===== src/common/cscm_pkg.sv =====
package cscm_pkg;
	// 16-bit control word carried on the serial port
	typedef struct packed {
		logic cd;
		logic rw;
		logic [2:0] dev_addr;
		logic [2:0] reg_addr;
		logic [7:0] data;
	} cscm_word_t;

	localparam int WORD_BITS = 16;
	localparam logic [3:0] WORD_LAST = 4'hf;
	localparam int UNITS = 2;
	localparam int REGS = 8;

	// register indices within one unit
	localparam logic [2:0] REG_SERIAL_MODE = 3'h0;
	localparam logic [2:0] REG_CLOCK_RATE = 3'h1;
	localparam logic [2:0] REG_POWER = 3'h2;
	localparam logic [2:0] REG_GAIN = 3'h3;
	localparam logic [2:0] REG_DAC_TIMING = 3'h4;
	localparam logic [2:0] REG_ANALOG_TAP = 3'h5;
	localparam logic [2:0] REG_DTAP_LOW = 3'h6;
	localparam logic [2:0] REG_DTAP_HIGH = 3'h7;
	localparam logic [7:0] REG_RESET_VAL = 8'h00;

	// serial_mode_control fields
	localparam int OPERATING_MODE_SELECT = 0;
	localparam int MIXED_MODE_ENABLE = 1;
	localparam int CASCADE_COUNT_LSB = 4;
	localparam int SOFT_RESET_BIT = 7;
	// clock_and_rate_config fields
	localparam int SAMPLE_RATE_LSB = 0;
	localparam int SERIAL_CLOCK_DIVIDER_LSB = 2;
	localparam int CONTROL_ECHO_ENABLE = 7;
	// power_control fields
	localparam int GLOBAL_POWER_UP = 0;
	localparam int SECTION_POWER_LSB = 1;
	localparam int REFERENCE_POWER = 5;
	localparam int REFERENCE_OUTPUT_ENABLE = 6;
	localparam int HIGH_SUPPLY_MODE_ENABLE = 7;
	// dac_timing_and_tap_enable writable bits
	localparam logic [7:0] DAC_TIMING_MASK = 8'h7f;

	// timing in internal master clock cycles
	localparam int SOFT_RESET_CYCLES = 4;
	localparam logic [2:0] SOFT_RESET_LOAD = 3'h4;
	localparam logic [11:0] SLOW_RATE_LAST = 12'h7ff;
	localparam logic [11:0] BOOT_FSYNC_CYCLES = 12'h7ff;
	localparam logic [3:0] SCLK_SLOW_DIV = 4'h8;
endpackage


===== src/cscm_serial_ctrl.sv =====
`timescale 1ns/1ps
// Overview of operation
// (RULE1) every transfer is a 16-bit packet
// (RULE2) mode bit0 data, bit1 mixed mode
// (RULE3) bits 4-6 hold cascade count
// (RULE4) soft reset bit, four cycles, clears all
// (RULE5) program mode; first fsync after 2048
// (RULE6) fsync rate INTERNAL_MASTER_CLOCK/2048 until rate programmed
// (RULE7) program mode output carries no data
// (RULE8) config writes only program or mixed mode
// (RULE9) address zero selects this device
// (RULE10) nonzero address decremented and forwarded
// (RULE11) two addresses, zero and one, standalone
// (RULE12) host aligns control words with output words
// (RULE13) data mode counts fsyncs, loads DAC
// (RULE14) normal data mode ignores control words
// (RULE15) global power-up overrides section power bits
// (RULE16) reference bits ORed across both units
// (RULE17) bit6 reference out, bit7 5V mode
// (RULE18) gain register field layout
// (RULE19) dac timing layout, bit7 reserved zero
// (RULE20) analog tap register field layout
// (RULE21) digital tap coefficient split low/high
// (RULE22) clock and rate register field layout
// (RULE23) control word field layout
// (RULE24) read copies register into data field
// (RULE25) rate codes 2048/1024/512/256
// (RULE26) serial clock codes 8/4/2/1
// (RULE27) forwarded word leaves in arrival slot
// (RULE28) soft reset bit clears itself
module cscm_serial_ctrl
	import cscm_pkg::*;
(
	input wire logic i_core_clk,
	input wire logic i_rst_b,
	input wire logic i_port_enable_pin,
	input wire logic i_sdi,
	input wire logic i_input_frame_sync,
	input wire logic [15:0] i_adc_word,
	output logic o_sclk,
	output logic o_sdo,
	output logic o_output_frame_sync,
	output logic [15:0] o_dac_word0,
	output logic [15:0] o_dac_word1,
	output logic [127:0] o_regs,
	output logic [1:0] o_unit_power,
	output logic [9:0] o_section_power,
	output logic o_reference_power,
	output logic o_reference_output_enable,
	output logic o_high_supply_mode_enable
);
	typedef logic [7:0] cscm_bank_t [UNITS][REGS];

	// rate field to last count of the sample period
	function automatic logic [11:0] cscm_period_last(input logic [1:0] code);
		cscm_period_last = (SLOW_RATE_LAST >> code); // RULE25 RULE6
	endfunction

	// serial clock field to divide ratio
	function automatic logic [3:0] cscm_sclk_div(input logic [1:0] code);
		cscm_sclk_div = (SCLK_SLOW_DIV >> code); // RULE26
	endfunction

	cscm_bank_t regs;
	logic [2:0] sync_se, sync_sdi, sync_ifs;
	logic se_f, sdi_f, ifs_f;
	logic [2:0] srst_cnt;
	logic [3:0] div_cnt;
	logic [11:0] samp_cnt;
	logic sample_due;
	logic tx_busy;
	logic [3:0] tx_cnt;
	logic [15:0] tx_sr;
	logic rx_busy;
	logic [3:0] rx_cnt;
	logic [15:0] rx_sr;
	logic word_done;
	logic [15:0] rx_word;
	logic [2:0] ifs_idx;
	logic fwd_pending;
	logic [15:0] fwd_word;

	// three-stage pin synchronisers, change accepted when stages two and three agree
	always_ff @(posedge i_core_clk or negedge i_rst_b) begin
		if (!i_rst_b) begin
			sync_se <= 3'h0;
			sync_sdi <= 3'h0;
			sync_ifs <= 3'h0;
		end else begin
			sync_se <= {sync_se[1:0], i_port_enable_pin};
			sync_sdi <= {sync_sdi[1:0], i_sdi};
			sync_ifs <= {sync_ifs[1:0], i_input_frame_sync};
		end
	end

	always_ff @(posedge i_core_clk or negedge i_rst_b) begin
		if (!i_rst_b) begin
			se_f <= 1'b0;
			sdi_f <= 1'b0;
			ifs_f <= 1'b0;
		end else begin
			se_f <= (sync_se[1] == sync_se[2]) ? sync_se[2] : se_f;
			sdi_f <= (sync_sdi[1] == sync_sdi[2]) ? sync_sdi[2] : sdi_f;
			ifs_f <= (sync_ifs[1] == sync_ifs[2]) ? sync_ifs[2] : ifs_f;
		end
	end

	// mode decode from unit 0 only, unit 1 mode and rate registers are not decoded
	wire [7:0] mode_reg = regs[0][REG_SERIAL_MODE];
	wire [7:0] rate_reg = regs[0][REG_CLOCK_RATE];
	wire data_mode = mode_reg[OPERATING_MODE_SELECT]; // RULE2
	wire mixed_mode = mode_reg[MIXED_MODE_ENABLE]; // RULE2
	wire normal_data = data_mode & ~mixed_mode; // RULE14
	wire cfg_writable = ~data_mode | mixed_mode; // RULE8
	wire [2:0] casc_count = mode_reg[CASCADE_COUNT_LSB +: 3]; // RULE3
	wire echo_en = rate_reg[CONTROL_ECHO_ENABLE]; // RULE22
	wire [11:0] period_last = cscm_period_last(rate_reg[SAMPLE_RATE_LSB +: 2]);
	wire [3:0] sclk_div = cscm_sclk_div(rate_reg[SERIAL_CLOCK_DIVIDER_LSB +: 2]);
	wire srst_active = (srst_cnt != 3'h0);

	// serial clock divider, tick marks one serial bit
	wire sclk_tick = se_f & (div_cnt == sclk_div - 4'h1);
	wire [3:0] next_div_cnt = sclk_tick ? 4'h0 : (div_cnt + 4'h1);
	wire next_sclk = (sclk_div == 4'h1) | (next_div_cnt < (sclk_div >> 1));

	always_ff @(posedge i_core_clk or negedge i_rst_b) begin
		if (!i_rst_b) begin
			div_cnt <= 4'h0;
			o_sclk <= 1'b1;
		end else begin
			div_cnt <= se_f ? next_div_cnt : 4'h0;
			o_sclk <= next_sclk;
		end
	end

	// sample period counter, first period 2048 cycles from reset release
	wire samp_wrap = (samp_cnt >= period_last); // RULE5 RULE6
	always_ff @(posedge i_core_clk or negedge i_rst_b) begin
		if (!i_rst_b) begin
			samp_cnt <= 12'h0;
		end else begin
			samp_cnt <= samp_wrap ? 12'h0 : samp_cnt + 12'h1;
		end
	end

	// decoding of a received word
	cscm_word_t cw;
	assign cw = rx_word; // RULE23
	wire is_ctrl = ~normal_data & (~data_mode | cw.cd); // RULE14
	wire is_dac = normal_data | (mixed_mode & ~cw.cd); // RULE13
	wire ctrl_ok = word_done & is_ctrl & cfg_writable; // RULE8
	wire for_unit0 = (cw.dev_addr == 3'h0); // RULE9
	wire for_unit1 = (cw.dev_addr == 3'h1); // RULE11
	wire own_word = for_unit0 | for_unit1;
	wire sel_unit = for_unit1;
	wire do_write = ctrl_ok & own_word & ~cw.rw;
	wire do_read = ctrl_ok & own_word & cw.rw;
	wire do_fwd = ctrl_ok & ~own_word; // RULE10
	wire [7:0] rd_data = regs[sel_unit][cw.reg_addr];

	// word sent on: decremented past both units, read data or echo
	cscm_word_t fwd_next;
	always_comb begin
		fwd_next = cw;
		if (do_fwd) begin
			fwd_next.dev_addr = cw.dev_addr - 3'h2; // RULE10 RULE11
		end else if (do_read) begin
			fwd_next.data = rd_data; // RULE24
		end
	end
	wire fwd_set = do_fwd | do_read | (do_write & echo_en); // RULE24 RULE22
	wire dac0_hit = word_done & is_dac & (ifs_idx == casc_count); // RULE13
	wire dac1_hit = word_done & is_dac & (ifs_idx == casc_count + 3'h1); // RULE13

	// value written, reserved timing bit forced to zero
	wire [7:0] wr_val = (cw.reg_addr == REG_DAC_TIMING) ? (cw.data & DAC_TIMING_MASK) : cw.data; // RULE19
	wire srst_req = do_write & (cw.reg_addr == REG_SERIAL_MODE) & cw.data[SOFT_RESET_BIT]; // RULE4

	// control register bank with software reset
	always_ff @(posedge i_core_clk or negedge i_rst_b) begin
		if (!i_rst_b) begin
			regs <= '{default: REG_RESET_VAL};
			srst_cnt <= 3'h0;
		end else if (srst_active) begin
			regs <= '{default: REG_RESET_VAL}; // RULE4 RULE28
			srst_cnt <= srst_cnt - 3'h1;
		end else begin
			if (do_write) begin
				regs[sel_unit][cw.reg_addr] <= wr_val; // RULE9 RULE18 RULE20 RULE21
			end
			srst_cnt <= srst_req ? SOFT_RESET_LOAD : 3'h0; // RULE4
		end
	end

	// input framing: sync seen on a tick, then sixteen data bits
	wire rx_start = sclk_tick & ~rx_busy & ifs_f;
	wire rx_shift = sclk_tick & rx_busy;
	always_ff @(posedge i_core_clk or negedge i_rst_b) begin
		if (!i_rst_b) begin
			rx_busy <= 1'b0;
			rx_cnt <= 4'h0;
			rx_sr <= 16'h0;
			word_done <= 1'b0;
			rx_word <= 16'h0;
		end else begin
			word_done <= rx_shift & (rx_cnt == WORD_LAST); // RULE1
			if (rx_start) begin
				rx_busy <= 1'b1;
				rx_cnt <= 4'h0;
			end else if (rx_shift) begin
				rx_sr <= {rx_sr[14:0], sdi_f};
				rx_cnt <= rx_cnt + 4'h1;
				if (rx_cnt == WORD_LAST) begin
					rx_busy <= 1'b0;
					rx_word <= {rx_sr[14:0], sdi_f};
				end
			end
		end
	end

	// output framing: forwarded word has priority, then the sample frame
	wire tx_load = sclk_tick & ~tx_busy & (fwd_pending | sample_due);
	wire load_fwd = tx_load & fwd_pending; // RULE27
	wire [15:0] samp_word = (data_mode ? i_adc_word : 16'h0); // RULE7
	wire [15:0] tx_next_word = load_fwd ? fwd_word : samp_word;
	wire next_fwd_pending = fwd_set | (fwd_pending & ~load_fwd);
	wire next_sample_due = samp_wrap | (sample_due & ~(tx_load & ~fwd_pending));

	always_ff @(posedge i_core_clk or negedge i_rst_b) begin
		if (!i_rst_b) begin
			sample_due <= 1'b0;
			fwd_pending <= 1'b0;
			fwd_word <= 16'h0;
			tx_busy <= 1'b0;
			tx_cnt <= 4'h0;
			tx_sr <= 16'h0;
			o_sdo <= 1'b0;
			o_output_frame_sync <= 1'b0;
		end else begin
			sample_due <= next_sample_due;
			fwd_pending <= next_fwd_pending; // set wins over clear
			if (fwd_set) begin
				fwd_word <= fwd_next;
			end
			if (tx_load) begin
				tx_busy <= 1'b1;
				tx_cnt <= 4'h0;
				tx_sr <= {tx_next_word[14:0], 1'b0};
				o_sdo <= tx_next_word[15];
				o_output_frame_sync <= 1'b1;
			end else if (sclk_tick & tx_busy) begin
				o_output_frame_sync <= 1'b0;
				tx_cnt <= tx_cnt + 4'h1;
				tx_sr <= {tx_sr[14:0], 1'b0};
				o_sdo <= tx_sr[15];
				tx_busy <= (tx_cnt != WORD_LAST);
			end
		end
	end

	// input frame index since the last sample frame, and DAC registers
	always_ff @(posedge i_core_clk or negedge i_rst_b) begin
		if (!i_rst_b) begin
			ifs_idx <= 3'h0;
			o_dac_word0 <= 16'h0;
			o_dac_word1 <= 16'h0;
		end else begin
			if (tx_load & ~fwd_pending) begin
				ifs_idx <= 3'h0;
			end else if (word_done & is_dac) begin
				ifs_idx <= ifs_idx + 3'h1; // RULE13
			end
			if (dac0_hit) begin
				o_dac_word0 <= rx_word;
			end
			if (dac1_hit) begin
				o_dac_word1 <= rx_word;
			end
		end
	end

	// power decode, reference bits shared by both units
	wire [7:0] pw0 = regs[0][REG_POWER];
	wire [7:0] pw1 = regs[1][REG_POWER];
	wire [7:0] pw_or = pw0 | pw1; // RULE16
	wire [4:0] sec0 = pw0[SECTION_POWER_LSB +: 5] | {5{pw0[GLOBAL_POWER_UP]}}; // RULE15
	wire [4:0] sec1 = pw1[SECTION_POWER_LSB +: 5] | {5{pw1[GLOBAL_POWER_UP]}}; // RULE15

	always_ff @(posedge i_core_clk or negedge i_rst_b) begin
		if (!i_rst_b) begin
			o_regs <= 128'h0;
			o_unit_power <= 2'h0;
			o_section_power <= 10'h0;
			o_reference_power <= 1'b0;
			o_reference_output_enable <= 1'b0;
			o_high_supply_mode_enable <= 1'b0;
		end else begin
			o_regs <= {regs[1][7], regs[1][6], regs[1][5], regs[1][4], regs[1][3], regs[1][2], regs[1][1],
				regs[1][0], regs[0][7], regs[0][6], regs[0][5], regs[0][4], regs[0][3], regs[0][2],
				regs[0][1], regs[0][0]};
			o_unit_power <= {pw1[GLOBAL_POWER_UP] | (|sec1), pw0[GLOBAL_POWER_UP] | (|sec0)};
			o_section_power <= {sec1, sec0};
			o_reference_power <= pw_or[REFERENCE_POWER] | pw0[GLOBAL_POWER_UP] | pw1[GLOBAL_POWER_UP]; // RULE16
			o_reference_output_enable <= pw_or[REFERENCE_OUTPUT_ENABLE]; // RULE17
			o_high_supply_mode_enable <= pw_or[HIGH_SUPPLY_MODE_ENABLE]; // RULE17
		end
	end

	// helper: cycles since reset release, saturating
	logic [11:0] boot_cnt;
	always_ff @(posedge i_core_clk or negedge i_rst_b) begin
		if (!i_rst_b) begin
			boot_cnt <= 12'h0;
		end else if (boot_cnt != 12'hfff) begin
			boot_cnt <= boot_cnt + 12'h1;
		end
	end

	a_soft_reset_len: assert property (@(posedge i_core_clk) disable iff (!i_rst_b) // RULE4
		$rose(srst_active) |-> srst_active[*4] ##1 !srst_active)
		else $error("soft reset not four cycles");
	a_soft_reset_clear: assert property (@(posedge i_core_clk) disable iff (!i_rst_b) // RULE28
		(srst_cnt == 3'h1) |=> (regs[0][REG_SERIAL_MODE] == 8'h00) && (regs[1][REG_POWER] == 8'h00))
		else $error("soft reset left registers set");
	a_first_fsync: assert property (@(posedge i_core_clk) disable iff (!i_rst_b) // RULE5
		$rose(o_output_frame_sync) |-> (boot_cnt > BOOT_FSYNC_CYCLES))
		else $error("frame sync before 2048 cycles");
	a_data_ignore: assert property (@(posedge i_core_clk) disable iff (!i_rst_b) // RULE14
		(word_done && normal_data && !srst_active) |=> $stable(regs[0][REG_SERIAL_MODE]) && !$rose(fwd_pending))
		else $error("control word acted on in data mode");
	a_addr_zero_write: assert property (@(posedge i_core_clk) disable iff (!i_rst_b) // RULE9
		(do_write && !srst_active && !srst_req && for_unit0) |=> (regs[0][$past(cw.reg_addr)] == $past(wr_val)))
		else $error("addressed write not stored");
	a_forward_dec: assert property (@(posedge i_core_clk) disable iff (!i_rst_b) // RULE10
		do_fwd |=> fwd_pending && (fwd_word[13:11] == $past(cw.dev_addr) - 3'h2))
		else $error("forwarded address not decremented");
	a_ref_or: assert property (@(posedge i_core_clk) disable iff (!i_rst_b) // RULE16
		##1 (o_reference_output_enable == $past(pw0[REFERENCE_OUTPUT_ENABLE] | pw1[REFERENCE_OUTPUT_ENABLE])))
		else $error("reference enable not ORed");
	a_dac_select: assert property (@(posedge i_core_clk) disable iff (!i_rst_b) // RULE13
		dac0_hit |=> (o_dac_word0 == $past(rx_word)))
		else $error("DAC word not loaded on matching frame");
	a_prog_out_zero: assert property (@(posedge i_core_clk) disable iff (!i_rst_b) // RULE7
		(tx_load && !fwd_pending && !data_mode) |=> (o_sdo == 1'b0) && o_output_frame_sync)
		else $error("program mode sample frame not blank");
endmodule


===== config.mk =====
export PLATFORM = sky130hd
export DESIGN_NAME = cscm_serial_ctrl
export DESIGN_NICKNAME = d
export VERILOG_FILES = /design/src/common/cscm_pkg.sv /design/src/cscm_serial_ctrl.sv
export SDC_FILE = /design/constraint.sdc
export NUM_CORES = 1
export LEC_CHECK = 0
export BUFFER_PORTS_ARGS = -buffer_cell sky130_fd_sc_hd__clkbuf_2
export CELL_PAD_IN_SITES_DETAIL_PLACEMENT = 1
export CELL_PAD_IN_SITES_GLOBAL_PLACEMENT = 1
export CORE_UTILIZATION = 35
export DETAILED_ROUTE_END_ITERATION = 10
export PLACE_DENSITY = 0.61
export SLEW_MARGIN = 25
export SYNTH_ARGS = -nofsm -noshare
export SYNTH_HDL_FRONTEND = slang
export SYNTH_SLANG_ARGS = --single-unit
export TNS_END_PERCENT = 100

===== constraint.sdc =====
create_clock -name i_core_clk -period 2.6 [get_ports i_core_clk]
set_input_delay 0.52 -clock i_core_clk [delete_from_list [all_inputs] [get_ports i_core_clk]]
set_output_delay 0.52 -clock i_core_clk [all_outputs]
set_load 0.01 [all_outputs]

# [Yosys cells after proc, flatten, opt, wreduce, memory -nomap -nowiden]
# Cells that the tools add are included.
# W data, S select, Z words.
[totals] register_bits=416 inputBits=21 output_inout_bits=178 elab_cells=190
[op_classes] n_addsub=9 order_cmp=6 n_eq_ne=11 n_shift=2 muxes=41 n_bitwise=58 reduce_logical=15
[ops] cell="$mux W128" count=2
[ops] cell="$mux W64" count=4
[ops] cell="$bwmux W128" count=1
[ops] cell="$demux W64 S1" count=1
[ops] cell="$mux W16" count=4
[ops] cell="$mux W8" count=6
[ops] cell="$and A1 B1 Y1" count=27
[ops] cell="$bmux W8 S3" count=1
[ops] cell="$demux W8 S3" count=1
[ops] cell="$mux W4" count=6
[ops] cell="$mux W3" count=5
[ops] cell="$or A1 B1 Y1" count=14
[ops] cell="$add A12 B1 Y12 const B" count=1
[ops] cell="$add A4 B1 Y4 const B" count=3
[ops] cell="$ge A12 B12 Y1" count=1
[ops] cell="$mux W12" count=1
[ops] cell="$not A1 Y1" count=12
[ops] cell="$shr A11 B2 Y12 const A" count=1
[ops] cell="$or A5 B5 Y5" count=2
[ops] cell="$reduce_bool A2 Y1" count=5
[ops] cell="$reduce_or A5 Y1" count=2
[ops] cell="$mux W1" count=9
[ops] cell="$or A8 B8 Y8" count=1
[ops] cell="$add A3 B1 Y3 const B" count=2
[ops] cell="24 further kinds" count=30

# [Longest topological paths before layout]
# Gate-level depths: netlist (run 1).
[depth] ltp_word=12 mapped_depth=10 mapped_depth_nobuf=9

# [Worst setup path after synthesis (run 1)]
# Ideal clock, no wire load.
[synth_timing] kind="flip-flop to flip-flop" startpoint="register rx_word[12] (netlist: cw[12])" endpoint="register regs[78] (netlist name)" setup_time_ns=0.131 t_arrival_ns=2.084 required_ns=2.469 setup_slack_ns=0.385 stages_incl_launch_ff=10 n_path_buf=3 synth_period_minus_slack_ns=2.215 path_cell_list="dfrtp_1 > inv_1 > ha_1 > clkbuf_1 > nand4_2 > or4_1 > clkbuf_1 > clkbuf_1 > nand3_1 > o21ai_0"
[synth_between] elab_chain_len=9 word_cells_on_any_way=15 classes_between="order compare: 2; eq/ne: 1; mux: 5; bitwise: 4; reduce/logical: 3"
[synth_lines] item="start, declared" line="cscm_serial_ctrl.sv:78" text="logic [15:0] rx_word;"
[synth_lines] item="start signal, assigned" line="cscm_serial_ctrl.sv:215" text="rx_word <= {rx_sr[14:0], sdi_f};"
[synth_lines] item="$eq A3 B1 Y1" line="cscm_serial_ctrl.sv:153" text="wire for_unit1 = (cw.dev_addr == 3'h1);"
[synth_lines] item="$not A1 Y2 (implied by the code)" line="cscm_serial_ctrl.sv:189" text="regs[sel_unit][cw.reg_addr] <= wr_val;"
[synth_lines] item="$ge A2 B2 Y1 (implied by the code) / $lt A2 B1 Y1 (equally long branches)" line="cscm_serial_ctrl.sv:189"
[synth_lines] item="$logic_and A1 B1 Y1 (implied by the code)" line="cscm_serial_ctrl.sv:189"
[synth_lines] item="$mux W64 (implied by the code)" line="cscm_serial_ctrl.sv:189"
[synth_lines] item="$demux W64 S1" line="cscm_serial_ctrl.sv:189"
[synth_lines] item="$bwmux W128" line="cscm_serial_ctrl.sv:189"
[synth_lines] item="$mux W128" line="cscm_serial_ctrl.sv:188" text="if (do_write) begin"
[synth_lines] item="$mux W128" line="cscm_serial_ctrl.sv:184" text="end else if (srst_active) begin"
[synth_lines] item="end signal, assigned by index" line="cscm_serial_ctrl.sv:189"
[synth_lines] item="end, declared" line="cscm_serial_ctrl.sv:64" text="cscm_bank_t regs;"
# Several ways; a longest one is shown, not always the timed one. The select of a mux whose other input is x is not followed.
# A chain may end at the register's enable or synchronous reset.

# [Worst setup path in the final report (run 1)]
[layout_timing] startpoint="register rx_word[12] (netlist: cw[12])" endpoint="register fwd_word[0]"
[layout_between] elab_chain_len=10 word_cells_on_any_way=20 classes_between="eq/ne: 1; mux: 8; bitwise: 10; reduce/logical: 1"
[layout_lines] item="$eq A3 B1 Y1" line="cscm_serial_ctrl.sv:153"
[layout_lines] item="$not A1 Y2 (implied by the code)" line="cscm_serial_ctrl.sv:159" text="wire [7:0] rd_data = regs[sel_unit][cw.reg_addr];"
[layout_lines] item="$mux W64 (implied by the code) (3 in series)" line="cscm_serial_ctrl.sv:159"
[layout_lines] item="$bmux W8 S3" line="cscm_serial_ctrl.sv:159"
[layout_lines] item="$mux W8 (implied by the code) (2 in series)" line="cscm_serial_ctrl.sv:159"
[layout_lines] item="$mux W8" line="cscm_serial_ctrl.sv:167" text="end else if (do_read) begin"
[layout_lines] item="$mux W8" line="cscm_serial_ctrl.sv:165" text="if (do_fwd) begin"
[layout_lines] item="end signal, assigned" line="cscm_serial_ctrl.sv:243" text="fwd_word <= fwd_next;"
[layout_lines] item="end, declared" line="cscm_serial_ctrl.sv:81" text="logic [15:0] fwd_word;"
# Several ways; a longest one is shown, not always the timed one. The select of a mux whose other input is x is not followed.

==> results of run 1 <==
[synthesized netlist by cell type (all sizes together) (3+ instances only)]
| library cell | instances | area share |
|---|---|---|
| a211oi | 4 | 0.0019 |
| a21boi | 3 | 0.0014 |
| a21o | 8 | 0.0038 |
| a21oi | 15 | 0.0049 |
| a221o | 4 | 0.0025 |
| a221oi | 5 | 0.0027 |
| a222oi | 15 | 0.0093 |
| a22oi | 8 | 0.0040 |
| and2 | 4 | 0.0016 |
| and3 | 7 | 0.0028 |
| buf | 21 | 0.0081 |
| clkbuf | 53 | 0.012 |
| dfrtp | 414 | 0.64 |
| ha | 13 | 0.010 |
| inv | 24 | 0.0056 |
| maj3 | 3 | 0.0019 |
| mux2 | 67 | 0.049 |
| mux2i | 87 | 0.054 |
| mux4 | 25 | 0.035 |
| nand2 | 73 | 0.017 |
| nand2b | 4 | 0.0016 |
| nand3 | 81 | 0.025 |
| nand3b | 3 | 0.0014 |
| nand4 | 9 | 0.0039 |
| nor2 | 35 | 0.0083 |
| nor2b | 49 | 0.019 |
| nor3 | 9 | 0.0038 |
| nor3b | 3 | 0.0014 |
| nor4 | 4 | 0.0019 |
| o21ai | 76 | 0.024 |
| o22ai | 20 | 0.0078 |
| or2 | 13 | 0.0050 |
| or3 | 6 | 0.0023 |
| xnor2 | 7 | 0.0038 |
| xor2 | 11 | 0.0060 |
[report_power, final]
group	internal (mW)	switching, mW	leakage (nW)
registers	6.50	0.0458	5.67
clock network	3.59	2.65	0.704
logic	0.0926	0.191	3.53
total	10.2	2.89	9.91
[per-stage QoR]
stage               hold WS, ns  cells  utilization  setup WS [ns]  area (µm²)
finish                  0.04840   2076       0.4322         0.2154       19620
global route            0.02149   2076       0.4322        0.09174       19620
CTS                     0.01524   2076       0.4322         0.2334       19620
detailed placement       0.3465   1995       0.4003         0.2335       18160
global placement         0.3393   1995       0.4002         0.2633       18160
floorplan                0.2244   1209            -         0.3849       16130
[cell families (layout without fill, tap and decap cells)]
logic type	Yosys count	count (layout)	synth area share
AOI/OAI and AO/OA	173	173	0.06973
muxes	179	179	0.1382
adders and majority gates	16	16	0.01194
and+or+nand+nor	310	310	0.1004
xor gates and xnor gates	18	18	0.009773
DFF	415	415	0.6438
buffers and inverters	98	365	0.02606
[worst register-to-register path: cells and delay by family (launching register included)]
family	cells	cell delay, ns
AO/OA/AOI/OAI	2	0.56
AND/OR/NAND/NOR	1	0.27
buffers and inverters	2	0.40
flip-flops	1	0.44
multiplexers	1	0.57
[layout make-up]
| class | count | share of cell area |
|---|---|---|
| tap | 600 | 0.03827 |
| timing repair buffer | 261 | 0.08165 |
| multi-input combinational | 696 | 0.2725 |
| inverter | 24 | 0.004593 |
| sequential | 415 | 0.5296 |
| clock buffer | 65 | 0.06640 |
| clock inverter | 15 | 0.007017 |
[layer usage]
metal | share of wire | GRT usage | wire length (µm) | vias to the layer above
met3 | 0.045 | 0.03719 | 2157 | 69
met1 | 0.46 | 0.2971 | 21850 | 5677
met5 | 0 | 0 | 0 | -
li1 | - | - | - | 4770
met2 | 0.47 | 0.3249 | 22610 | 257
met4 | 0.025 | 0.06174 | 1174 | 0
[how the worst max path moves through the flow]
stage,end,slack (ns),cells after the start
floorplan,regs[78],0.38,9
global placement,fwd_word[0],0.26,6
detailed placement,fwd_word[0],0.23,6
CTS,fwd_word[0],0.23,6
global route,regs[72],0.09,6
finish,fwd_word[0],0.22,6
==> results list, run 1 <==
* Number of nets produced by synthesis: about 1,200
- Setup repair after global routing missed its margin: false
- Entering global routing, the biggest net connects a little over 70 pins.
- I/O pin cnt: slightly below 200
* Number of hold violations in the final report: 0
- After layout, the design draws a total of 13.08 mW.
* Time the final worst path needs with I/O delays and setup: 2.385 ns
* Area added between synthesis and finish: 21.59%
- The cell that appears most often on the critical path is sky130_fd_sc_hd__buf_12.
- After synthesis the netlist holds a flip-flop and latch count of 415.
* Sequential cell area: between 10,000 and 15,000 µm²
* Clk slew on worst S/H paths: about 0.060 ns
- Routed length per placed instance: 23.02 µm
* Via Count: 10,770
* Actual transition at the worst max-transition pin: slightly below 0.9 ns
- Setup violations remaining at the end of the flow were counted as 0.
- The number of hold buffers added after CTS was 1.
* Main flop type after synthesis: sky130_fd_sc_hd__dfrtp_1
* Wire length of the first global-routing pass: ~74 mm
- FF-to-FF End: fwd_word[0]
- No sink is reached through more buffers than the 3 on the longest clock path.
- The clock arrives with 0.02726 ns of skew.
* Result of the run: finished, final reports clean
- CORE AREA: approximately 45,000 µm²
- Ratio of cells with drive above 1 in the final layout: 0.3042
* Number of synthesized flops with an enable pin: 0
- For this run the aggregate overflow at the end of global routing stands at 0.
- Yosys printed 0 warnings.
* Top flop regs: o_regs x128, regs x96
* Leading cell type in the layout, fill and taps excluded: sky130_fd_sc_hd__dfrtp_1
- The worst register-to-register path has a setup slack of between 0.2 and 0.25 ns.
- The die is between 200 and 250 µm tall.
- CP top delay family: multiplexers
* Max frequency: about 420 MHz
- TritonCTS built the clock tree.
- Root Buffer: sky130_fd_sc_hd__clkbuf_16
* Initial core utilization: 0.3555
- Data on the critical path is required at its endpoint by around 3.0 ns.
- By startpoint and endpoint, the worst setup path is classified as reg -> reg.
- The layout has roughly 4,800 filler cells.
- After clock tree synthesis, the setup repair step added 0 buffers.
- Max FFs per register: between 100 and 150
- The worst setup path is launched from a register.
- Relative max-transition margin: 0.4169
- Launch instance of the worst min-delay path: i_sdi
* Post-detailed-placement half-perimeter wirelength: about 33 mm
* Clock network latency to the later pin of the worst-skew pair: roughly 0.59 ns
* Post-synthesis instance total: 1,209
* Antenna violations before repair: 5
- The path with the worst hold slack has its endpoint at sync_sdi[0].
- Iteration count of the initial detailed-routing pass: 7
- The critical path goes through nor3b_2, buf_12, buf_12, mux4_2, a211oi_1, a221oi_1.
- Measured along the x axis, the die boundary spans 216.7 µm.
* Leak: 9.908 nW
- The number of gates resized after CTS was 0.
- In the synthesized netlist the async set-or-reset flop fraction comes to 1.000.
* Std-Cell Rows: a little under 80
- Post-synth design cell area: between 15,000 and 20,000 µm²
- Buffers and inverters on the worst path: 2
- Max Transition Viols Final: 0
* Final WL: roughly 48 mm
- Final RePlAce weighted congestion: between 0.8 and 0.9
- In the final layout, the multi-input gates occupy about 5300 µm².
* Full die area: 46,950 µm²
- Using the TritonRoute via totals, the vias-per-cell ratio works out to roughly 5.2.
* Count of nets left with antenna violations after detail routing: 0
* Maximum vdd drop: 0.0003670 V
* Sequential area share after synthesis: 0.6438
- After detailed routing, the number of remaining DRC violations is 0.
* # clock sinks: 415
- On the worst path, the slowest cell contributes a delay of around 0.56 ns.
* Tightest Hold Check Type: in -> reg
* Slowest-stage cell, CP: sky130_fd_sc_hd__mux4_2
* TNS Setup: 0 ns
- Register bank with the most flops: o_regs
- Antenna diode count: 0
* Total CTS buffers: between 40 and 50
- Count of input and output buffers: 198
* Critical Path AT: between 2 and 3 ns
- # Max-Cap Violations: 0
* Number of H-tree levels: 2
- Capturing element type of the critical path: register
- Distinct cell type count after synthesis: ~70
* Cell count of the worst hold path: 1
- For this block, the initial DRC count from the detailed router was approximately 710.
- Global Route Usage Sum: 0.2086
- Pwr/cell area: 666.6 nW/µm²
* Launch instance of the worst register-to-register path: cw[12]
- Vias in the first global route: 11,510
- In the layout the commonest cells are sky130_fd_sc_hd__dfrtp_1, sky130_fd_sc_hd__clkbuf_2, sky130_fd_sc_hd__mux2i_1.
* Post-Synthesis Mean Instance Area: 13.34 µm²
- Maximum fanout encountered on the critical timing path: 14
- Net count reported at finish: 1,477
* Logic depth of the worst register-to-register path: 6
- Post-route clock period utilization: 0.9171
* Crit. Startpoint: cw[12]
Power figures use the tool's default switching activity.
==> inputs of run 2 (changes only) <==
--- a/config.mk
+++ b/config.mk
@@ -5,12 +5,13 @@
 export SDC_FILE = /design/constraint.sdc
 export NUM_CORES = 1
 export LEC_CHECK = 0
+export ABC_AREA = 0
 export BUFFER_PORTS_ARGS = -buffer_cell sky130_fd_sc_hd__clkbuf_2
 export CELL_PAD_IN_SITES_DETAIL_PLACEMENT = 1
 export CELL_PAD_IN_SITES_GLOBAL_PLACEMENT = 1
 export CORE_UTILIZATION = 35
 export DETAILED_ROUTE_END_ITERATION = 10
-export PLACE_DENSITY = 0.61
+export PLACE_DENSITY_LB_ADDON = 0.15
 export SLEW_MARGIN = 25
 export SYNTH_ARGS = -nofsm -noshare
 export SYNTH_HDL_FRONTEND = slang
==> constraint.sdc (replaced) <==
create_clock -name i_core_clk -period 2.85 [get_ports i_core_clk]
set_input_delay 0.57 -clock i_core_clk [delete_from_list [all_inputs] [get_ports i_core_clk]]
set_output_delay 0.57 -clock i_core_clk [all_outputs]
set_load 0.01 [all_outputs]
==> run 2 against run 1 <==
Against the previous run:
- first-iteration DRC count fell by 16%
- non-clock buffer count fell by 6
- critical path depth rose by 3
- sequential power fell by 8.7%
- via count fell by 1.8%
- count of clock-buffer cells in the layout rose by 1
- largest power group is now the clock network
- combinational power fell by 11%
==> results list, run 2 (synthesis results as in run 1) <==
- The run finished with clean final reports.
* Startpoint type of the worst setup path: register
- The worst-case IR drop observed on VDD is ~0.00037 V.
* Root Buffer: sky130_fd_sc_hd__clkbuf_16
* Launch instance of the worst register-to-register path: rate_reg[2]
- Buffers inserted by post-CTS timing repair: 0
* Leading cell type in the layout, fill and taps excluded: sky130_fd_sc_hd__dfrtp_1
- The H-tree was split into 2 levels.
- Area added between synthesis and finish: 21.89%
- Timing would allow up to around 400 MHz.
- CTS tree: built
- Leak: approximately 9.9 nW
- For the worst flop-to-flop path, the logic depth is 9.
* Via-to-Cell Ratio: 5.113
* Count of input and output buffers: 198
* Via Count: between 10,000 and 15,000
- Wire length of the first global-routing pass: just over 70 mm
* Max FFs per register: between 100 and 150
* WP data required: 3.35 ns
- After floorplanning, the core was sized to cover 45,380 µm².
- TNS Setup: 0 ns
* Clk slew on worst S/H paths: 0.06 ns
- # Max-Cap Violations: 0
- Time the final worst path needs with I/O delays and setup: ~2.5 ns
- Launch instance of the worst min-delay path: i_sdi
- Critical Path AT: 2.99 ns
* Net count reported at finish: 1,470
* Final standard cell area without fillers: 19,660 µm²
- Actual transition at the worst max-transition pin: 0.7668 ns
* Iteration count of the initial detailed-routing pass: 7
- The tree built by TritonCTS fans out to around 420 sinks.
- Pwr/cell area: around 630 nW/µm²
- Cell count of the worst hold path: 1
* Final WL: 47.31 mm
- The die is approximately 220 µm wide.
* Initial core utilization: 0.3555
- Setup repair after global routing missed its margin: false
- Count of nets left with antenna violations after detail routing: 0
* Register bank with the most flops: o_regs
- TritonCTS created 44 clock buffers.
- Worst setup skew after layout: about 0.030 ns
- I/O pin cnt: 199
- Along the worst path, the maximum fanout reaches 10.
* Full die area: roughly 47,000 µm²
- For flop-to-flop paths, the worst setup slack is 0.36 ns.
- Longest Clk Path Bufs: 3
* FF-to-FF End: o_sclk
* End-of-flow core utilization: 0.4333
- Post-route clock period utilization: 0.8725
- Post-Layout Cell Count: 2,070
- The count of endpoints failing hold in the final timing report came to 0.
- Std-Cell Rows: 78
* Top flop regs: o_regs x128, regs x96
- Counting tap cells, the placed design contains a total of 1,989 instances.
- Sequential cell area: 10,390 µm²
- Vias in the first global route: ~11,000
- Antenna violations before repair: 0
- After the first detailed-routing iteration, the DRC count stood at 602.
- Cell area after placement: 18,070 µm²
- Post_cts resized: 0
- Area used by multi-input combinational logic: ~5300 µm²
- At the end of routability-driven placement, the weighted congestion stood at approximately 0.83.
- Class of the most critical setup path: reg -> reg
* Maximum number of pins on one net before global-route repair: between 70 and 80
- Vertical extent of the die: approximately 220 µm
* Max Transition Viols Final: 0
* Relative max-transition margin: 0.4888
- After detailed routing, the number of remaining DRC violations is 0.
* Routed length per placed instance: approximately 23 µm
- Post-detailed-placement half-perimeter wirelength: 32.71 mm
- The total overflow left after global routing is 0.
- Of the cells placed in the final design, the portion with a size suffix greater than 1 is 0.3029.
- Clock network latency to the later pin of the worst-skew pair: between 0.5 and 0.6 ns
* Capturing element type of the critical path: register
- The top cell types in the final layout, fill and taps aside, are sky130_fd_sc_hd__dfrtp_1, sky130_fd_sc_hd__clkbuf_2, sky130_fd_sc_hd__mux2i_1.
- Setup violations remaining at the end of the flow were counted as 0.
- Total Power Consumption: 12.42 mW
- Global Route Usage Sum: 0.2052
- The min-delay analysis places its worst path in the category in -> reg.
* FILL cells: about 4,800
* Endpoint, Worst Hold: sync_sdi[0]
run 2: repair_timing:
item                       in CTS  in global routing
hold buffers                    1                  0
hold endpoints to repair       48                  0
setup endpoints to repair       0                  0
run 2: per-stage QoR:
stage | hold slack, ns | worst slack [ns]
4_1_cts | 0.08714 | 0.3508
3_3_place_gp | 0.3388 | 0.4227
5_1_grt | 0.09421 | 0.2398
6_report | 0.1224 | 0.3633
3_5_place_dp | 0.3379 | 0.3624
2_1_floorplan | 0.2744 | 0.6349
run 2: worst max-delay path: stages (launching register included):
cell and delay, ns:
sky130_fd_sc_hd__dfrtp_1 0.47, sky130_fd_sc_hd__or3b_1 0.42, sky130_fd_sc_hd__a22oi_2 0.21, sky130_fd_sc_hd__or3_1 0.42, sky130_fd_sc_hd__and2_2 0.23, sky130_fd_sc_hd__ha_1 0.22
sky130_fd_sc_hd__a21o_1 0.15, sky130_fd_sc_hd__a21oi_1 0.12, sky130_fd_sc_hd__o21ai_0 0.09, sky130_fd_sc_hd__nand2_1 0.08
run 2: routing by layer:
metal,up-vias,GRT usage,wire (µm)
li1,4766,-,-
met5,-,0,0
met4,0,0.04648,711
met2,214,0.3199,22120
met3,46,0.03789,2081
met1,5557,0.2970,22400
run 2: power breakdown:
part	internal, mW	switching [mW]
clock network	3.82	2.36
logic	0.0842	0.169
registers	5.93	0.0438
run 2: how the worst max path moves through the flow:
stage	startpoint	to	slack, ns	cells after the start
2_1_floorplan	cw[12]	regs[78]	0.63	9
3_3_place_gp	rate_reg[3]	o_sclk	0.42	9
3_5_place_dp	rate_reg[2]	o_sclk	0.36	9
4_1_cts	rate_reg[2]	o_sclk	0.35	9
5_1_grt	rate_reg[2]	o_sclk	0.24	9
6_report	rate_reg[2]	o_sclk	0.36	9
run 2: layout make-up:
type | instances | share of cell area
antenna | 1 | 0.0001273
clock buffer | 66 | 0.06898
clock inverter | 13 | 0.01152
inverter | 24 | 0.004582
multi-input combinational | 696 | 0.2717
sequential | 415 | 0.5283
tap | 600 | 0.03818
timing repair buffer | 255 | 0.07661
==> inputs of run 3 (changes only) <==
--- a/config.mk
+++ b/config.mk
@@ -5,12 +5,14 @@
 export SDC_FILE = /design/constraint.sdc
 export NUM_CORES = 1
 export LEC_CHECK = 0
-export ABC_AREA = 0
+export ABC_AREA = 1
 export BUFFER_PORTS_ARGS = -buffer_cell sky130_fd_sc_hd__clkbuf_2
 export CELL_PAD_IN_SITES_DETAIL_PLACEMENT = 1
 export CELL_PAD_IN_SITES_GLOBAL_PLACEMENT = 1
 export CORE_UTILIZATION = 35
+export CTS_CLUSTER_SIZE = 20
 export DETAILED_ROUTE_END_ITERATION = 10
+export GPL_TIMING_DRIVEN = 1
 export PLACE_DENSITY_LB_ADDON = 0.15
 export SLEW_MARGIN = 25
 export SYNTH_ARGS = -nofsm -noshare
==> run 3 against run 2 <==
Against the previous run:
- sequential cell count is the same
- sequential power is essentially flat
- synthesized cell count grew 33%
- register-to-register slack is essentially flat
- routed wire length grew 4.5%
- worst setup slack lost 0.014 ns
- hold slack lost 0.018 ns
- power grew 0.64%
- design area shrank 0.97%
- die area shrank 0.73%
- combinational power grew 12%
- final cell count grew 19%
- critical endpoint is now regs[35]
- highest routed layer unchanged
==> results list, run 3 <==
- The library cell used most frequently in the layout, excluding fill and tap cells, is sky130_fd_sc_hd__dfrtp_1.
* Number of hold violations in the final report: 0
- Iteration count of the initial detailed-routing pass: 5
- The worst setup path is launched from a register.
* Maximum vdd drop: 0.0004204 V
- TritonCTS created 46 clock buffers.
- The cell that appears most often on the critical path is sky130_fd_sc_hd__nand3_1.
- Via-to-Cell Ratio: 4.938
- Vertical extent of the die: 215.9 µm
* CTS tree: built
- For this block, the initial DRC count from the detailed router was around 780.
* Final Setup Violations: 0
* TNS Setup: 0 ns
- After synthesis, the share of cell area in mux cells is 0.
* CP top delay family: simple AND/OR/NAND/NOR gates
- Final RePlAce weighted congestion: roughly 0.81
- In this run the static leakage power is a little under 10 nW.
- In this run the standard cell core region covers approximately 45,000 µm².
* Actual transition at the worst max-transition pin: around 0.9 ns
- The clock passes through at most 3 buffers.
- Tightest Hold Check Type: in -> reg
- Yosys mapped the design onto 40 distinct sky130hd cell types.
- Root Buffer: sky130_fd_sc_hd__clkbuf_16
- Maximum fanout encountered on the critical timing path: 18
- Post-route clock period utilization: 0.8773
- The largest registers in the layout are o_regs x128, regs x96.
- Main flop type after synthesis: sky130_fd_sc_hd__dfrtp_1
- The register with the most flip-flops in the final layout is o_regs.
- Met1 GRT Util: 0.3158
- Critical path cell sequence: inv_1, ha_1, nand3_1, inv_2, nand3_1, o21ai_0
- Capturing element type of the critical path: register
- By instance count, the leading cell after synthesis is sky130_fd_sc_hd__dfrtp_1.
- The synthesized design contains around 420 register bits.
- The clock period could shrink to 2.500 ns.
- Pin placement for this block handled approximately 200 I/O pins.
- The Yosys step of the flow raised 0 warnings.
- Busiest layer in global routing: met2
- Class of the most critical setup path: reg -> reg
* Global Route Usage Sum: 0.2161
- The critical path contains buffers and inverters numbering 2 combined.
- Number of H-tree levels: 2
* # clock sinks: between 400 and 500
- A synthesized cell averages approximately 10 µm².
- Area used by multi-input combinational logic: between 4000 and 5000 µm²
- The mapped netlist covers about 16,000 µm².
* Count of nets left with antenna violations after detail routing: 0
- In the final routed layout, each cell accounts on average for about 20 µm.
* Post-synthesis adder-cell area fraction: 0.01203
- In this run the power density over the cells is 641.7 nW/µm².
* Clock network latency to the later pin of the worst-skew pair: 0.57 ns
* Worst R2R Setup Slack: ~0.35 ns
- The initial antenna violation count was 0.
- The final route contains 12,130 vias.
- Sequential cell area: around 10,000 µm²
* # Max-Cap Violations: 0
- Total Power Consumption: 12.50 mW
- After the last flow step, the layout net total stands at about 1,900.
- Of the total synthesized cell area, the portion taken by AND, OR, NAND and NOR gates is 0.1616.
* Synthesized-area fraction occupied by ao, oa, aoi and oai cells: 0.1081
* Crit. Startpoint: cw[12]
- GR Util met3: 0.03087
- The register with the most flip-flops in the layout has about 130 of them.
- Clock-pin slew was measured on the worst setup and hold paths at approximately 0.060 ns.
- Leaving out fill and tap cells, the most frequent cells in the layout are sky130_fd_sc_hd__dfrtp_1, sky130_fd_sc_hd__nand2_1, sky130_fd_sc_hd__clkbuf_2.
* Std-Cell Rows: between 70 and 80
- Final WL: slightly below 50 mm
- The first global-routing pass estimated ~77 mm of wire.
* Setup repair after global routing missed its margin: false
- Full die area: between 40,000 and 50,000 µm²
* Critical Path AT: ~3 ns
- For this run, the register share of the synthesized area comes to 0.6486.
* Remaining global-route overflow: 0
- The count of buffers added on input and output ports is 198.
- Cell taking the most area after synthesis: sky130_fd_sc_hd__dfrtp_1
* Synth area leaders: sky130_fd_sc_hd__dfrtp_1, sky130_fd_sc_hd__nand2_1, sky130_fd_sc_hd__o21ai_0, sky130_fd_sc_hd__inv_1, sky130_fd_sc_hd__nand3_1
- WP data required: roughly 3.3 ns
- For this run, asynchronously set or reset flops after synthesis account for 1.000.
- Buffers added to address setup during post-CTS repair amount to 0.
- The startpoint identified for the worst hold timing path is i_input_frame_sync.
- Counting flops with a built-in enable in the synthesized netlist gives 0.
- Max Transition Viols Final: 0
* Worst setup skew after layout: roughly 0.013 ns
- Area added between synthesis and finish: 21.60%
- End-of-flow core utilization: 0.4300
- Met2 track demand over resource: 0.3289
* Post-synthesis instance total: around 1,600
* Vias in the first global route: ~13,000
- Fraction of post-synthesis cell area in the top cell type by area: 0.6470
- FILL cells: between 5,000 and 6,000
- When the netlist entered floorplanning its net count stood at about 1,600.
* Xor and xnor area share after synthesis: 0.008751
* Largest stage delay, worst path: about 0.56 ns
- Ratio of cells with drive above 1 in the final layout: 0.1917
- Post-detailed-placement half-perimeter wirelength: roughly 35 mm
* Result of the run: finished, final reports clean
* Antenna diode count: 0
- Entering global routing, the biggest net connects 72 pins.
- In this run the tightest slew margin relative to its limit is 0.3845.
- Timing would allow up to 399.9 MHz.
- DRC violation count after routing: 0
- For this configuration, the core starts out at a cell density of 0.3536.
- The floorplan step set the die width to ~220 µm.
- The worst register-to-register path begins at cw[12].
* List of most frequent post-synthesis cells: sky130_fd_sc_hd__dfrtp_1, sky130_fd_sc_hd__nand2_1, sky130_fd_sc_hd__inv_1
- Slowest-stage cell, CP: sky130_fd_sc_hd__nand3_1
- By area, the combinational part of the netlist is dominated by simple AND/OR/NAND/NOR gates.
[run 3: cell count changes after synthesis, sizes merged, moves of 67 or more]
cell / change
inv: +148
mux2: -67
mux2i: -87
nand2: +219
nor2: +104
o21ai: +111
[run 3: worst reg2reg max path: stages, from the launching register on]
cell	delay, ns
sky130_fd_sc_hd__dfrtp_1	0.40
sky130_fd_sc_hd__inv_1	0.16
sky130_fd_sc_hd__ha_1	0.28
sky130_fd_sc_hd__nand3_1	0.19
sky130_fd_sc_hd__inv_2	0.41
sky130_fd_sc_hd__nand3_1	0.57
sky130_fd_sc_hd__o21ai_0	0.37
[run 3: cells by family (layout without fill, tap and decap cells)]
logic type	after synthesis	after routing
compound gates	319	319
fa+ha+maj	16	16
xor+xnor	16	16
simple gates	590	590
flops	415	415
buf+inv	247	501
[run 3: path summary, 6_finish.rpt]
check | endpoint | depth (start not counted)
worst max-delay path | regs[35] | 6
worst min-delay path | sync_ifs[0] | 1
worst max register to register | regs[35] | 6
worst min register to register | sync_sdi[1] | 0
max in group asynchronous | rx_sr[3] | 3
min in group asynchronous | o_regs[83] | 2
[run 3: what timing repair did]
action,in CTS,in global routing
hold buffers,1,0
hold endpoints to repair,57,0
gates resized for setup,0,0
[run 3: per-stage QoR]
step	worst slack (ns)	hold slack, ns	std cells	cell area (µm²)
after detailed placement	0.4008	0.3356	2373	17870
after floorplan	1.164	0.2744	1603	16010
after global placement	0.5269	0.3324	2373	17870
after global routing	0.1386	0.08384	2457	19470
after CTS	0.3307	0.06563	2457	19470
final	0.3497	0.1042	2457	19470
[run 3: power by group]
| part | internal (mW) | switching [mW] |
|---|---|---|
| clock | 3.76 | 2.47 |
| sequential | 5.94 | 0.0375 |
| combinational | 0.0801 | 0.205 |
| total | 9.79 | 2.71 |
[run 3: metal layers]
layer / vias to the layer above / wire length (µm) / part of all wire
li1: 5711 / - / -
met1: 6120 / 24070 / 0.49
met2: 231 / 22290 / 0.45
met3: 70 / 1758 / 0.036
met4: 0 / 1301 / 0.026
met5: - / 0 / 0
[run 3: final cells by class]
type,instances,share of cell area
tap,600,0.03855
clock buffer,61,0.06888
clock inverter,22,0.01311
timing repair buffer,243,0.07274
multi-input combinational,941,0.2396
inverter,175,0.03373
sequential,415,0.5334
